## src/logic/smrc_pkg.sv

```systemverilog
// Package with register map, field positions, reset values and shared types of the supply monitor.
package smrc_pkg;

  // ==========================================================================
  // Register map (indices; the byte address is four times the index)
  // ==========================================================================
  localparam int unsigned SMRC_IDX_W = 8;
  localparam logic [SMRC_IDX_W-1:0] SMRC_IDX_IRQ_MASK = 8'h0e;
  localparam logic [SMRC_IDX_W-1:0] SMRC_IDX_IRQ_STATUS = 8'h0f;
  localparam logic [SMRC_IDX_W-1:0] SMRC_IDX_REGULATOR = 8'h10;
  localparam logic [SMRC_IDX_W-1:0] SMRC_IDX_BATTERY = 8'h11;
  localparam int unsigned SMRC_ADR_LSB = 2;
  localparam int unsigned SMRC_REG_W = 8;

  // ==========================================================================
  // Field positions
  // ==========================================================================
  localparam int unsigned SMRC_REG_ANALOG_EXT = 7;
  localparam int unsigned SMRC_REG_ANALOG_OK = 6;
  localparam int unsigned SMRC_REG_SPARE_HI = 4;
  localparam int unsigned SMRC_REG_DIGITAL_EXT = 3;
  localparam int unsigned SMRC_REG_DIGITAL_OK = 2;
  localparam int unsigned SMRC_REG_SPARE_LO = 0;
  localparam int unsigned SMRC_BAT_OK = 5;
  localparam int unsigned SMRC_BAT_HIGH_RANGE = 4;
  localparam int unsigned SMRC_BAT_THRESHOLD = 0;
  localparam int unsigned SMRC_THRESHOLD_W = 4;
  localparam int unsigned SMRC_IRQ_LOW_BATTERY = 7;

  // ==========================================================================
  // Reset values
  // ==========================================================================
  localparam logic [1:0] SMRC_SPARE_RST = 2'h0;
  localparam logic SMRC_EXT_RST = 1'b0;
  localparam logic [SMRC_THRESHOLD_W-1:0] SMRC_THRESHOLD_RST = 4'h2;
  localparam logic SMRC_HIGH_RANGE_RST = 1'b0;
  localparam logic [SMRC_REG_W-1:0] SMRC_IRQ_MASK_RST = 8'h00;

  // ==========================================================================
  // Transceiver states in which the battery monitor sleeps
  // ==========================================================================
  localparam logic [4:0] SMRC_TRX_POWER_ON = 5'h00;
  localparam logic [4:0] SMRC_TRX_SLEEP = 5'h0f;

  // ==========================================================================
  // Threshold scale in millivolts
  // ==========================================================================
  localparam int unsigned SMRC_MV_W = 12;
  localparam logic [SMRC_MV_W-1:0] SMRC_LOW_BASE_MV = 12'h6a4;
  localparam logic [SMRC_MV_W-1:0] SMRC_LOW_STEP_MV = 12'h032;
  localparam logic [SMRC_MV_W-1:0] SMRC_HIGH_BASE_MV = 12'h9f6;
  localparam logic [SMRC_MV_W-1:0] SMRC_HIGH_STEP_MV = 12'h04b;

  // ==========================================================================
  // Types
  // ==========================================================================
  typedef struct packed {
    logic analog_ext;
    logic [1:0] spare_hi;
    logic digital_ext;
    logic [1:0] spare_lo;
  } smrc_regulator_cfg_t;

  typedef struct packed {
    logic high_range;
    logic [SMRC_THRESHOLD_W-1:0] threshold;
  } smrc_battery_cfg_t;

  typedef struct packed {
    logic battery_above;
    logic analog_stable;
    logic digital_stable;
  } smrc_supply_sense_t;

  typedef enum logic [1:0] {
    SMRC_MON_IDLE = 2'b01,
    SMRC_MON_ACTIVE = 2'b10
  } smrc_mon_state_t;

endpackage : smrc_pkg

```

## src/logic/smrc_sync.sv

```systemverilog
// Two-flop synchroniser bank for asynchronous analog sense levels.
`timescale 1ns/1ps
`default_nettype none
module smrc_sync #(
  parameter int unsigned WIDTH = 3
) (
  input wire logic mclk_i,
  input wire logic rst_b_i,
  input wire logic ce_i,
  input wire logic [WIDTH-1:0] async_i,
  output logic [WIDTH-1:0] sync_o
);

  logic [WIDTH-1:0] meta;

  // ==========================================================================
  // One synchroniser per bit; the first flop feeds only the second.
  // ==========================================================================
  for (genvar gi = 0; gi < WIDTH; gi++) begin : g_bit
    always_ff @(posedge mclk_i or negedge rst_b_i) begin
      if (!rst_b_i) begin
        meta[gi] <= 1'b0;
        sync_o[gi] <= 1'b0;
      end else if (ce_i) begin
        meta[gi] <= async_i[gi];
        sync_o[gi] <= meta[gi];
      end
    end
  end

endmodule : smrc_sync
`default_nettype wire

```

## src/logic/smrc_threshold.sv

```systemverilog
// Decoder from the threshold code and range select to the threshold in millivolts.
`timescale 1ns/1ps
`default_nettype none
module smrc_threshold (
  input wire smrc_pkg::smrc_battery_cfg_t cfg_i,
  output logic [smrc_pkg::SMRC_MV_W-1:0] mv_o
);

  logic [smrc_pkg::SMRC_MV_W-1:0] code;

  assign code = {{(smrc_pkg::SMRC_MV_W - smrc_pkg::SMRC_THRESHOLD_W){1'b0}}, cfg_i.threshold};

  // ==========================================================================
  // Linear scale; the two ranges together span 1700 mV to 3675 mV.
  // ==========================================================================
  always_comb begin
    if (cfg_i.high_range) begin
      mv_o = smrc_pkg::SMRC_MV_W'(smrc_pkg::SMRC_HIGH_BASE_MV + code * smrc_pkg::SMRC_HIGH_STEP_MV);
    end else begin
      mv_o = smrc_pkg::SMRC_MV_W'(smrc_pkg::SMRC_LOW_BASE_MV + code * smrc_pkg::SMRC_LOW_STEP_MV);
    end
  end

endmodule : smrc_threshold
`default_nettype wire

```

## src/logic/smrc_top.sv

```systemverilog
// Supply monitor and regulator control with a classic Wishbone register slave.
//
// Behaviour
// - The regulator configuration register sits at register index 0x10.
// - Setting both external-supply selects turns both internal regulators off.
// - Bit 3 of the regulator register selects an external digital supply and resets to 0.
// - Bit 7 of the regulator register selects an external analog supply and resets to 0.
// - Bits 6 and 2 read 1 only while the analog or digital internal regulator is on and stable.
// - The battery monitor register sits at register index 0x11.
// - The monitor compares the external supply against the threshold chosen by the threshold field.
// - The threshold steps by 75 mV in the high range and by 50 mV in the low range.
// - The threshold spans 1.7 V at its lowest to 3.675 V at its highest setting.
// - The battery-ok bit reads 0 while the supply is below the threshold and 1 while above.
// - The low-battery interrupt, number 7, is raised only on a 1 to 0 change of battery-ok.
// - A supply that is low from power-up, so battery-ok was never 1, raises no interrupt.
// - Writing a threshold still above the supply raises no interrupt as battery-ok stays 0.
// - The monitor neither updates status nor raises interrupts in power-on or sleep state.
//
// Our own choice: the Wishbone interface to the registers.
`timescale 1ns/1ps
`default_nettype none
module smrc_top #(
  parameter int unsigned ADR_W = 10
) (
  input wire logic mclk_i,
  input wire logic rst_b_i,
  input wire logic ce_i,
  // Wishbone classic slave.
  input wire logic wb_cyc_i,
  input wire logic wb_stb_i,
  input wire logic wb_we_i,
  input wire logic [3:0] wb_sel_i,
  input wire logic [ADR_W-1:0] wb_adr_i,
  input wire logic [31:0] wb_dat_i,
  output logic [31:0] wb_dat_o,
  output logic wb_ack_o,
  // Analog sense and control.
  input wire logic battery_above_i,
  input wire logic analog_regulator_stable_i,
  input wire logic digital_regulator_stable_i,
  input wire logic [4:0] transceiver_state_i,
  output logic analog_regulator_enable_o,
  output logic digital_regulator_enable_o,
  output logic [smrc_pkg::SMRC_THRESHOLD_W-1:0] battery_threshold_field_o,
  output logic battery_high_range_select_o,
  output logic [smrc_pkg::SMRC_MV_W-1:0] battery_threshold_mv_o,
  output logic battery_monitor_enable_o,
  output logic irq_o
);

  // ==========================================================================
  // Declarations
  // ==========================================================================
  smrc_pkg::smrc_regulator_cfg_t regulator_cfg;
  smrc_pkg::smrc_battery_cfg_t battery_cfg;
  smrc_pkg::smrc_supply_sense_t sense_raw;
  smrc_pkg::smrc_supply_sense_t sense_sync;
  smrc_pkg::smrc_mon_state_t mon_state;
  smrc_pkg::smrc_mon_state_t next_mon_state;
  logic [smrc_pkg::SMRC_IDX_W-1:0] bus_idx;
  logic bus_take;
  logic bus_write;
  logic wr_regulator;
  logic wr_battery;
  logic wr_irq_mask;
  logic wr_irq_status;
  logic [7:0] wr_byte;
  logic [7:0] irq_status;
  logic [7:0] irq_mask;
  logic [7:0] irq_set;
  logic [7:0] irq_clear;
  logic [7:0] next_irq_status;
  logic [7:0] regulator_read;
  logic [7:0] battery_read;
  logic [31:0] next_rd_data;
  logic battery_ok_status;
  logic battery_falling;
  logic transceiver_quiet;
  logic analog_supply_stable;
  logic digital_supply_stable;
  logic [smrc_pkg::SMRC_MV_W-1:0] threshold_mv;

  // ==========================================================================
  // Synchronisation of analog sense levels
  // ==========================================================================
  assign sense_raw.battery_above = battery_above_i;
  assign sense_raw.analog_stable = analog_regulator_stable_i;
  assign sense_raw.digital_stable = digital_regulator_stable_i;

  smrc_sync #(
    .WIDTH(3)
  ) u_sync (
    .mclk_i(mclk_i),
    .rst_b_i(rst_b_i),
    .ce_i(ce_i),
    .async_i(sense_raw),
    .sync_o(sense_sync)
  );

  // ==========================================================================
  // Threshold decode
  // ==========================================================================
  smrc_threshold u_threshold (
    .cfg_i(battery_cfg),
    .mv_o(threshold_mv)
  );

  // ==========================================================================
  // Wishbone decode
  // ==========================================================================
  assign bus_idx = wb_adr_i[smrc_pkg::SMRC_ADR_LSB +: smrc_pkg::SMRC_IDX_W];
  assign bus_take = wb_cyc_i && wb_stb_i && !wb_ack_o;
  assign bus_write = bus_take && wb_we_i && wb_sel_i[0];
  assign wr_byte = wb_dat_i[7:0];

  // A request is answered one cycle after it is seen, also at unmapped indices.
  always_ff @(posedge mclk_i or negedge rst_b_i) begin
    if (!rst_b_i) begin
      wb_ack_o <= 1'b0;
    end else if (ce_i) begin
      wb_ack_o <= bus_take;
    end
  end

  // ==========================================================================
  // Register write strobes
  // ==========================================================================
  // One strobe at most per taken write; sel[0] low or an unmapped index
  // raises none, so such writes are dropped.
  always_comb begin
    wr_regulator = 1'b0;
    wr_battery = 1'b0;
    wr_irq_mask = 1'b0;
    wr_irq_status = 1'b0;
    if (bus_write) begin
      if (bus_idx == smrc_pkg::SMRC_IDX_REGULATOR) begin
        wr_regulator = 1'b1;
      end else if (bus_idx == smrc_pkg::SMRC_IDX_BATTERY) begin
        wr_battery = 1'b1;
      end else if (bus_idx == smrc_pkg::SMRC_IDX_IRQ_MASK) begin
        wr_irq_mask = 1'b1;
      end else if (bus_idx == smrc_pkg::SMRC_IDX_IRQ_STATUS) begin
        wr_irq_status = 1'b1;
      end
    end
  end

  // ==========================================================================
  // Regulator control register
  // ==========================================================================
  always_ff @(posedge mclk_i or negedge rst_b_i) begin
    if (!rst_b_i) begin
      regulator_cfg.analog_ext <= smrc_pkg::SMRC_EXT_RST;
      regulator_cfg.spare_hi <= smrc_pkg::SMRC_SPARE_RST;
      regulator_cfg.digital_ext <= smrc_pkg::SMRC_EXT_RST;
      regulator_cfg.spare_lo <= smrc_pkg::SMRC_SPARE_RST;
    end else if (ce_i) begin
      if (wr_regulator) begin
        regulator_cfg.analog_ext <= wr_byte[smrc_pkg::SMRC_REG_ANALOG_EXT];
        regulator_cfg.spare_hi <= wr_byte[smrc_pkg::SMRC_REG_SPARE_HI +: 2];
        regulator_cfg.digital_ext <= wr_byte[smrc_pkg::SMRC_REG_DIGITAL_EXT];
        regulator_cfg.spare_lo <= wr_byte[smrc_pkg::SMRC_REG_SPARE_LO +: 2];
      end
    end
  end

  // Each internal regulator runs unless its external select is set.
  assign analog_regulator_enable_o = !regulator_cfg.analog_ext;
  assign digital_regulator_enable_o = !regulator_cfg.digital_ext;

  // Stable is reported only for an enabled internal regulator.
  assign analog_supply_stable = !regulator_cfg.analog_ext && sense_sync.analog_stable;
  assign digital_supply_stable = !regulator_cfg.digital_ext && sense_sync.digital_stable;

  always_comb begin
    regulator_read = 8'h00;
    regulator_read[smrc_pkg::SMRC_REG_ANALOG_EXT] = regulator_cfg.analog_ext;
    regulator_read[smrc_pkg::SMRC_REG_ANALOG_OK] = analog_supply_stable;
    regulator_read[smrc_pkg::SMRC_REG_SPARE_HI +: 2] = regulator_cfg.spare_hi;
    regulator_read[smrc_pkg::SMRC_REG_DIGITAL_EXT] = regulator_cfg.digital_ext;
    regulator_read[smrc_pkg::SMRC_REG_DIGITAL_OK] = digital_supply_stable;
    regulator_read[smrc_pkg::SMRC_REG_SPARE_LO +: 2] = regulator_cfg.spare_lo;
  end

  // ==========================================================================
  // Battery monitor configuration
  // ==========================================================================
  always_ff @(posedge mclk_i or negedge rst_b_i) begin
    if (!rst_b_i) begin
      battery_cfg.high_range <= smrc_pkg::SMRC_HIGH_RANGE_RST;
      battery_cfg.threshold <= smrc_pkg::SMRC_THRESHOLD_RST;
    end else if (ce_i) begin
      if (wr_battery) begin
        battery_cfg.high_range <= wr_byte[smrc_pkg::SMRC_BAT_HIGH_RANGE];
        battery_cfg.threshold <= wr_byte[smrc_pkg::SMRC_BAT_THRESHOLD +: smrc_pkg::SMRC_THRESHOLD_W];
      end
    end
  end

  assign battery_threshold_field_o = battery_cfg.threshold;
  assign battery_high_range_select_o = battery_cfg.high_range;

  // The threshold in millivolts is registered for the comparator reference.
  always_ff @(posedge mclk_i or negedge rst_b_i) begin
    if (!rst_b_i) begin
      battery_threshold_mv_o <= smrc_pkg::SMRC_LOW_BASE_MV;
    end else if (ce_i) begin
      battery_threshold_mv_o <= threshold_mv;
    end
  end

  // ==========================================================================
  // Monitor activity state
  // ==========================================================================
  assign transceiver_quiet = (transceiver_state_i == smrc_pkg::SMRC_TRX_POWER_ON) ||
                             (transceiver_state_i == smrc_pkg::SMRC_TRX_SLEEP);

  always_comb begin
    next_mon_state = mon_state;
    case (mon_state)
      smrc_pkg::SMRC_MON_IDLE: begin
        if (!transceiver_quiet) begin
          next_mon_state = smrc_pkg::SMRC_MON_ACTIVE;
        end
      end
      smrc_pkg::SMRC_MON_ACTIVE: begin
        if (transceiver_quiet) begin
          next_mon_state = smrc_pkg::SMRC_MON_IDLE;
        end
      end
      default: begin
        next_mon_state = smrc_pkg::SMRC_MON_IDLE;
      end
    endcase
  end

  always_ff @(posedge mclk_i or negedge rst_b_i) begin
    if (!rst_b_i) begin
      mon_state <= smrc_pkg::SMRC_MON_IDLE;
    end else if (ce_i) begin
      mon_state <= next_mon_state;
    end
  end

  assign battery_monitor_enable_o = (mon_state == smrc_pkg::SMRC_MON_ACTIVE);

  // ==========================================================================
  // Battery-ok status
  // ==========================================================================
  // The status holds its last value while the monitor is idle, so a supply that
  // sank during sleep is reported once the monitor wakes.
  always_ff @(posedge mclk_i or negedge rst_b_i) begin
    if (!rst_b_i) begin
      battery_ok_status <= 1'b0;
    end else if (ce_i) begin
      if (battery_monitor_enable_o) begin
        battery_ok_status <= sense_sync.battery_above;
      end
    end
  end

  // Only a 1 to 0 change counts; a status that stays 0 after a threshold write
  // or from power-up never produces this pulse.
  assign battery_falling = battery_monitor_enable_o && battery_ok_status &&
                           !sense_sync.battery_above;

  always_comb begin
    battery_read = 8'h00;
    battery_read[smrc_pkg::SMRC_BAT_OK] = battery_ok_status;
    battery_read[smrc_pkg::SMRC_BAT_HIGH_RANGE] = battery_cfg.high_range;
    battery_read[smrc_pkg::SMRC_BAT_THRESHOLD +: smrc_pkg::SMRC_THRESHOLD_W] = battery_cfg.threshold;
  end

  // ==========================================================================
  // Interrupt status and mask
  // ==========================================================================
  always_comb begin
    irq_set = 8'h00;
    irq_set[smrc_pkg::SMRC_IRQ_LOW_BATTERY] = battery_falling;
  end

  assign irq_clear = wr_irq_status ? wr_byte : 8'h00;

  // The output flop reads the next status, so the pin moves with the bit.
  assign next_irq_status = (irq_status & ~irq_clear) | irq_set;

  // A new event wins over a write-one clear in the same cycle.
  always_ff @(posedge mclk_i or negedge rst_b_i) begin
    if (!rst_b_i) begin
      irq_status <= 8'h00;
    end else if (ce_i) begin
      irq_status <= next_irq_status;
    end
  end

  always_ff @(posedge mclk_i or negedge rst_b_i) begin
    if (!rst_b_i) begin
      irq_mask <= smrc_pkg::SMRC_IRQ_MASK_RST;
    end else if (ce_i) begin
      if (wr_irq_mask) begin
        irq_mask <= wr_byte;
      end
    end
  end

  always_ff @(posedge mclk_i or negedge rst_b_i) begin
    if (!rst_b_i) begin
      irq_o <= 1'b0;
    end else if (ce_i) begin
      irq_o <= |(next_irq_status & irq_mask);
    end
  end

  // ==========================================================================
  // Read data
  // ==========================================================================
  always_comb begin
    next_rd_data = 32'h0000_0000;
    if (bus_idx == smrc_pkg::SMRC_IDX_REGULATOR) begin
      next_rd_data[7:0] = regulator_read;
    end else if (bus_idx == smrc_pkg::SMRC_IDX_BATTERY) begin
      next_rd_data[7:0] = battery_read;
    end else if (bus_idx == smrc_pkg::SMRC_IDX_IRQ_STATUS) begin
      next_rd_data[7:0] = irq_status;
    end else if (bus_idx == smrc_pkg::SMRC_IDX_IRQ_MASK) begin
      next_rd_data[7:0] = irq_mask;
    end
  end

  always_ff @(posedge mclk_i or negedge rst_b_i) begin
    if (!rst_b_i) begin
      wb_dat_o <= 32'h0000_0000;
    end else if (ce_i) begin
      if (bus_take && !wb_we_i) begin
        wb_dat_o <= next_rd_data;
      end
    end
  end

endmodule : smrc_top
`default_nettype wire

```

## config.mk

```make
export PLATFORM = sky130hd
export DESIGN_NAME = smrc_top
export DESIGN_NICKNAME = d
export VERILOG_FILES = /design/src/logic/smrc_pkg.sv /design/src/logic/smrc_sync.sv /design/src/logic/smrc_threshold.sv /design/src/logic/smrc_top.sv
export SDC_FILE = /design/constraint.sdc
export NUM_CORES = 1
export LEC_CHECK = 0
export ABC_AREA = 1
export ABC_CLOCK_PERIOD_IN_PS = 4180
export BUFFER_PORTS_ARGS = -buffer_cell sky130_fd_sc_hd__buf_4
export CAP_MARGIN = 40
export CORE_ASPECT_RATIO = 0.7
export CORE_MARGIN = 1.5
export CORE_UTILIZATION = 40
export DETAILED_ROUTE_END_ITERATION = 7
export RECOVER_POWER = 25
export SYNTH_ARGS = -nofsm -noshare
export SYNTH_HDL_FRONTEND = slang
export SYNTH_SLANG_ARGS = --single-unit
```

## constraint.sdc

```tcl
create_clock -name mclk_i -period 4.18 [get_ports mclk_i]
set_input_delay 0.627 -clock mclk_i [delete_from_list [all_inputs] [get_ports mclk_i]]
set_output_delay 0.627 -clock mclk_i [all_outputs]
set_load 0.1 [all_outputs]
```

# --- After elaboration in Yosys (flattened, before gate mapping) ---
# Index checks and enable logic that the tools add are counted.
op_classes:
  n_eq_ne: 9
  n_bitwise: 4
  reduce_logical: 23
  mux: 23
  multipliers: 2
  addsub: 2
op_table:
  columns: ["cell", "n"]
  rows:
  - ["2-to-1 mux 8 bit", 5]
  - ["AND 8 bit", 2]
  - ["equality test 8 x 4 -> 1 bit (second input constant)", 2]
  - ["equality test 8 x 5 -> 1 bit (second input constant)", 2]
  - ["2-to-1 mux 1 bit", 14]
  - ["adder 11 x 12 -> 12 bit (first input constant)", 1]
  - ["adder 12 bit (first input constant)", 1]
  - ["2-to-1 mux 12 bit", 1]
  - ["multiplier 4 x 7 -> 11 bit (second input constant)", 1]
  - ["AND reduction 2 bit", 5]
  - ["logical AND 1 bit", 9]
  - ["multiplier 4 x 5 -> 9 bit (second input constant)", 1]
  - ["inverter 8 bit", 1]
  - ["bitwise OR 8 bit", 1]
  - ["OR reduction 8 bit", 1]
  - ["equality test 5 x 4 -> 1 bit (second input constant)", 1]
  - ["logical NOT 1 bit", 5]
  - ["logical NOT 5 bit", 1]
  - ["2-to-1 mux 2 bit", 2]
  - ["one-hot mux 2 bit (2 select lines)", 1]
  - ["AND reduction 3 bit", 1]
  - ["equality test 2 x 1 -> 1 bit (second input constant)", 1]
  - ["equality test 2 bit (second input constant)", 1]
  - ["inequality test 2 x 1 -> 1 bit (second input constant)", 1]
  - ["2 further kinds", 2]
word_totals:
  elab_cells: 83
  ff_bits: 58
  out_inout_bits: 54

# --- Longest topological paths before layout ---
depth:
  depth_word: 12
  ltp_mapped: 22

# --- Modules after synthesis ---
# A second synthesis with hierarchy kept.
hier_totals:
  cells_unflattened: 565
  area_unflattened_um2: 4072.7
modules_own_cells:
  columns: ["mod", "seq_area_each_um2", "cells_per_inst", "instances", "area_each_um2"]
  rows:
  - ["smrc_top", 1310.0, 339, 1, 2688.8]
  - ["smrc_threshold", 0.0, 201, 1, 1162.4]
  - ["smrc_sync", 150.1, 25, 1, 221.5]

# --- Least setup slack after synthesis ---
# OpenSTA, ideal clock, no wires.
synth_timing:
  path_kind: "register -> register"
  start: "reg battery_cfg, in the netlist battery_threshold_field_o[2]"
  end: "reg battery_threshold_mv_o[9] (netlist bit)"
  t_arrival_ns: 3.556
  required_ns: 4.104
  stages_incl_launch_ff: 22
  path_slack_ns: 0.548
  path_buffers: 1
  synth_period_minus_slack_ns: 3.632
  cell_sequence: "dfrtp_1 buf_2 inv_1 ha_1 inv_1 nand2_1 nand2_1 ha_1 or2_2 ha_1 nand3_1 nand2_1 nand2_1 nand2_1 nor2_1 nand2_1 nor2_1 nand2_1 nand2_1 nand3_1 nand2_1 nand2_1"
synth_between:
  elab_chain_cells: 3
synth_lines:
  columns: ["item", "line", "rtl"]
  rows:
  - ["start, declared", "smrc_top.sv:55", "smrc_pkg::smrc_battery_cfg_t battery_cfg;"]
  - ["multiplier 4 x 7 -> 11 bit or multiplier 4 x 5 -> 9 bit (tied branches)", "smrc_threshold.sv:18, smrc_threshold.sv:20", null]
  - ["adder 12 bit or adder 11 x 12 -> 12 bit (tied branches)", "smrc_threshold.sv:18, smrc_threshold.sv:20", null]
  - ["2-to-1 mux 12 bit (*)", "smrc_threshold.sv:17", "if (cfg_i.high_range) begin"]
  - ["end signal, assigned", "smrc_top.sv:206", "battery_threshold_mv_o <= smrc_pkg::SMRC_LOW_BASE_MV;"]
  - ["end signal, assigned", "smrc_top.sv:208", "battery_threshold_mv_o <= threshold_mv;"]
  - ["end, declared", "smrc_top.sv:46", "output logic [smrc_pkg::SMRC_MV_W-1:0] battery_threshold_mv_o,"]
# Mark *: on every way between the ends. The rest lies on a longest branch, timed or not.
# A chain may end at the register's enable or synchronous reset.

# --- Worst setup path in the final report ---
layout_timing:
  start: "reg battery_cfg, in the netlist battery_threshold_field_o[1]"
  end: "reg battery_threshold_mv_o[9] (netlist bit)"
# The elaborated chain is that of the path after synthesis.

==> impl_metrics.ini <==
[synthesis]
ys_async_sr_fraction_pct = 100.0
synth_area_sq_um = 3816
synth-main-ff-cell = dfrtp_1
yosysMostFrequentCell = nand2_1
yosys-top-cells-count = nand2_1 (151), inv_1 (62), dfrtp_1 (51)
syn_area_per_cell_sq_um = 7.483
synth_area_leaders = dfrtp_1 (33%), nand2_1 (15%), ha_1 (6.6%)
synth_top_cell_by_area = dfrtp_1
yosysTopAreaCellShare_pct = 33.44
synth_sequential_area_ratio_pct = 38.26
yosys_warnings = 0
ys_types = 46
netlist_instances = 510
synth-seq-cells = 58
synth_edf_count = 0

[pwr]
p_leak_uw = 0.002437
ir_drop_mv = 0.2254
power_density_nw_per_um2 = 376.7

[floorplan]
die_w_microns = 119.7
num_io_pins = 114
die-height_microns = 84.72
start_util_pct = 41.57
core.rowCount = 29
fp.dieArea_sq_um = 10140
core-area_sq_um = 9180

[sta]
fin_skew_ps = 6.748
hold_viol_final = 0
slew_headroom_pct = -110.8
post-route-min-period_ps = 3248
maxSlewViolCount = 59
period_share_pct = 77.71
tightest_slew_ps = 3162
max_freq_mhz = 307.8
setup_viol = 0
setup_tns_ps = 0
rsz0062_at_grt = false

[drt]
viasPerCell = 4.895
postRouteWirelength_microns = 9883
drtAntennaViolNets = 0
dr_total_vias = 3436
drtIter0Drc = 211
dr.pass1.iters = 5
drc = 0
wire_per_inst_microns = 14.08

[status]
violations = capacitance limit, slew limit
outcome = finished, violations left

[clocking]
cts_hold_buf = 0
clk_pin_slew_ps = 50
cts_root_buffer = clkbuf_16
cts_sinks = 58
max-clock-path-buffers = 2
post_cts_buffers = 0
cts_tree = built
cts_resized = 0
clock_latency_ps = 330
cts_max_level = 3
cts_inserted_buffers = 9

[grt]
antenna_found_initial = 0
top_usage_layer = met1
met3_usage_pct = 5.163
grtUsageMet2_pct = 28.84
grt_pass1_wl_microns = 16080
grt_util_met1_pct = 31.43
grt_pass1_vias = 3114
grtUsageTotal_pct = 20.55
grt_overflow = 0
grt_start_max_net_pins = 59

[final_layout]
fill_cells = 908
final_nets = 654
area_growth_syn_to_layout_pct = 20.46
seqCellArea_sq_um = 1460
drive_gt1_share_pct = 18.17
fin_area_sq_um = 4597
fin_cells = 702
utilization_pct = 50.08
insertedDiodeCount = 0
multi_input_area_sq_um = 1976

[placed_design]
dpl.cell_count = 686
dp_hpwl_microns = 7202
placed_cell_area_sq_um = 4304
gp_congestion = 0.8663
portBuffers = 60

[critical_path]
end_kind = flip-flop
startpoint_type = flip-flop
critical_path_class = reg -> reg
crit_required_ps = 4440
cp_max_fo = 10
critPathArrivalTime_ps = 3510

[flow_run]
maxCapViolations = 1

[hold_path]
hp-class = reg -> reg
placed cells by master, fill, tap and decap left out, types with 3 or more instances in the layout:
cell / n
nand3_1: 28
xor2_1: 3
nor2_4: 3
conb_1: 24
nor3_1: 5
ha_1: 20
nor2_1: 36
nand4_1: 5
clkbuf_1: 4
clkbuf_16: 9
dfstp_2: 7
nor2_2: 3
dfrtp_1: 51
inv_1: 62
a31oi_1: 7
o21ai_2: 7
a21oi_1: 21
nand2_1: 151
buf_4: 61
o21ai_0: 34
cell type report:
class                      instances  area share [%]
clock buffer                      13           5.661
multi-input combinational        377           42.98
tap                              124           3.375
sequential                        58           31.76
timing repair buffer              63           10.13
inverter                          64           5.226
clock inverter                     3          0.8710
cell families after synthesis:
logic type      share of synthesized area [%]
flops                                   38.26
mux                                    0.3933
simple gates                            28.00
fa+ha+maj                               7.082
xor+xnor                                1.148
other cells                           0.09827
compound gates                          12.79
buf+inv                                 12.23
critical path, cell delays in order (launching register included):
cell and delay [ps]:
dfstp_2 700, ha_1 220, inv_1 50, nand2_1 50, nand2_1 100, ha_1 190, or2_2 290, ha_1 340
nand3_1 120, nand2_1 110, nand2_1 130, nand2_1 60, nor2_1 210, nand2_1 90, nor2_1 170, nand2_1 90
nand2_1 60, nand3_1 60, nand2_1 100, nand2_1 50
routing by layer:
metal | up-vias | wire length (microns)
met5 | - | 0
met4 | 0 | 95
met3 | 12 | 669
met2 | 110 | 4045
met1 | 1587 | 5073
li1 | 1727 | -
path summary, 6_finish.rpt:
kind,startpoint,endpoint,slack (ps),cells after the start
min,battery_threshold_mv_o[9],battery_threshold_mv_o[9],470,2
min in group asynchronous,rst_b_i,u_sync.meta[0],1340,1
max in group asynchronous,rst_b_i,battery_threshold_field_o[3],1040,1
max,battery_threshold_field_o[1],battery_threshold_mv_o[9],930,19
min reg2reg,battery_threshold_mv_o[9],battery_threshold_mv_o[9],470,2
max reg2reg,battery_threshold_field_o[1],battery_threshold_mv_o[9],930,19
where the power goes:
| group | internal (uW) | switching [uW] | leakage [uW] |
|---|---|---|---|
| Sequential | 601 | 24.6 | 0.000747 |
| Clock | 491 | 244 | 0.000150 |
| Combinational | 68.3 | 302 | 0.00154 |
| Total | 1160 | 571 | 0.00244 |
per-stage QoR:
step                power, uW  hold slack, ps  setup slack (ps)
global placement         1001           463.3             983.3
floorplan               933.2           331.4             547.7
detailed placement       1007           464.6             967.8
global route             1803           494.4             351.5
finish                   1731           469.8             931.6
CTS                      1751           396.8             937.0
state kept, by name, summed over array words and instances, names as in the netlist:
name,cells
irq_mask,8
battery_high_range_select_o,1
wb_ack_o,1
mon_state,2
battery_threshold_mv_o,12
u_sync.meta,3
u_sync.sync_o,3
battery_threshold_field_o,4
regulator_cfg,6
irq_o,1
battery_ok_status,1
irq_status,8
wb_dat_o,8
No activity file was read; power rests on OpenSTA's default activity.
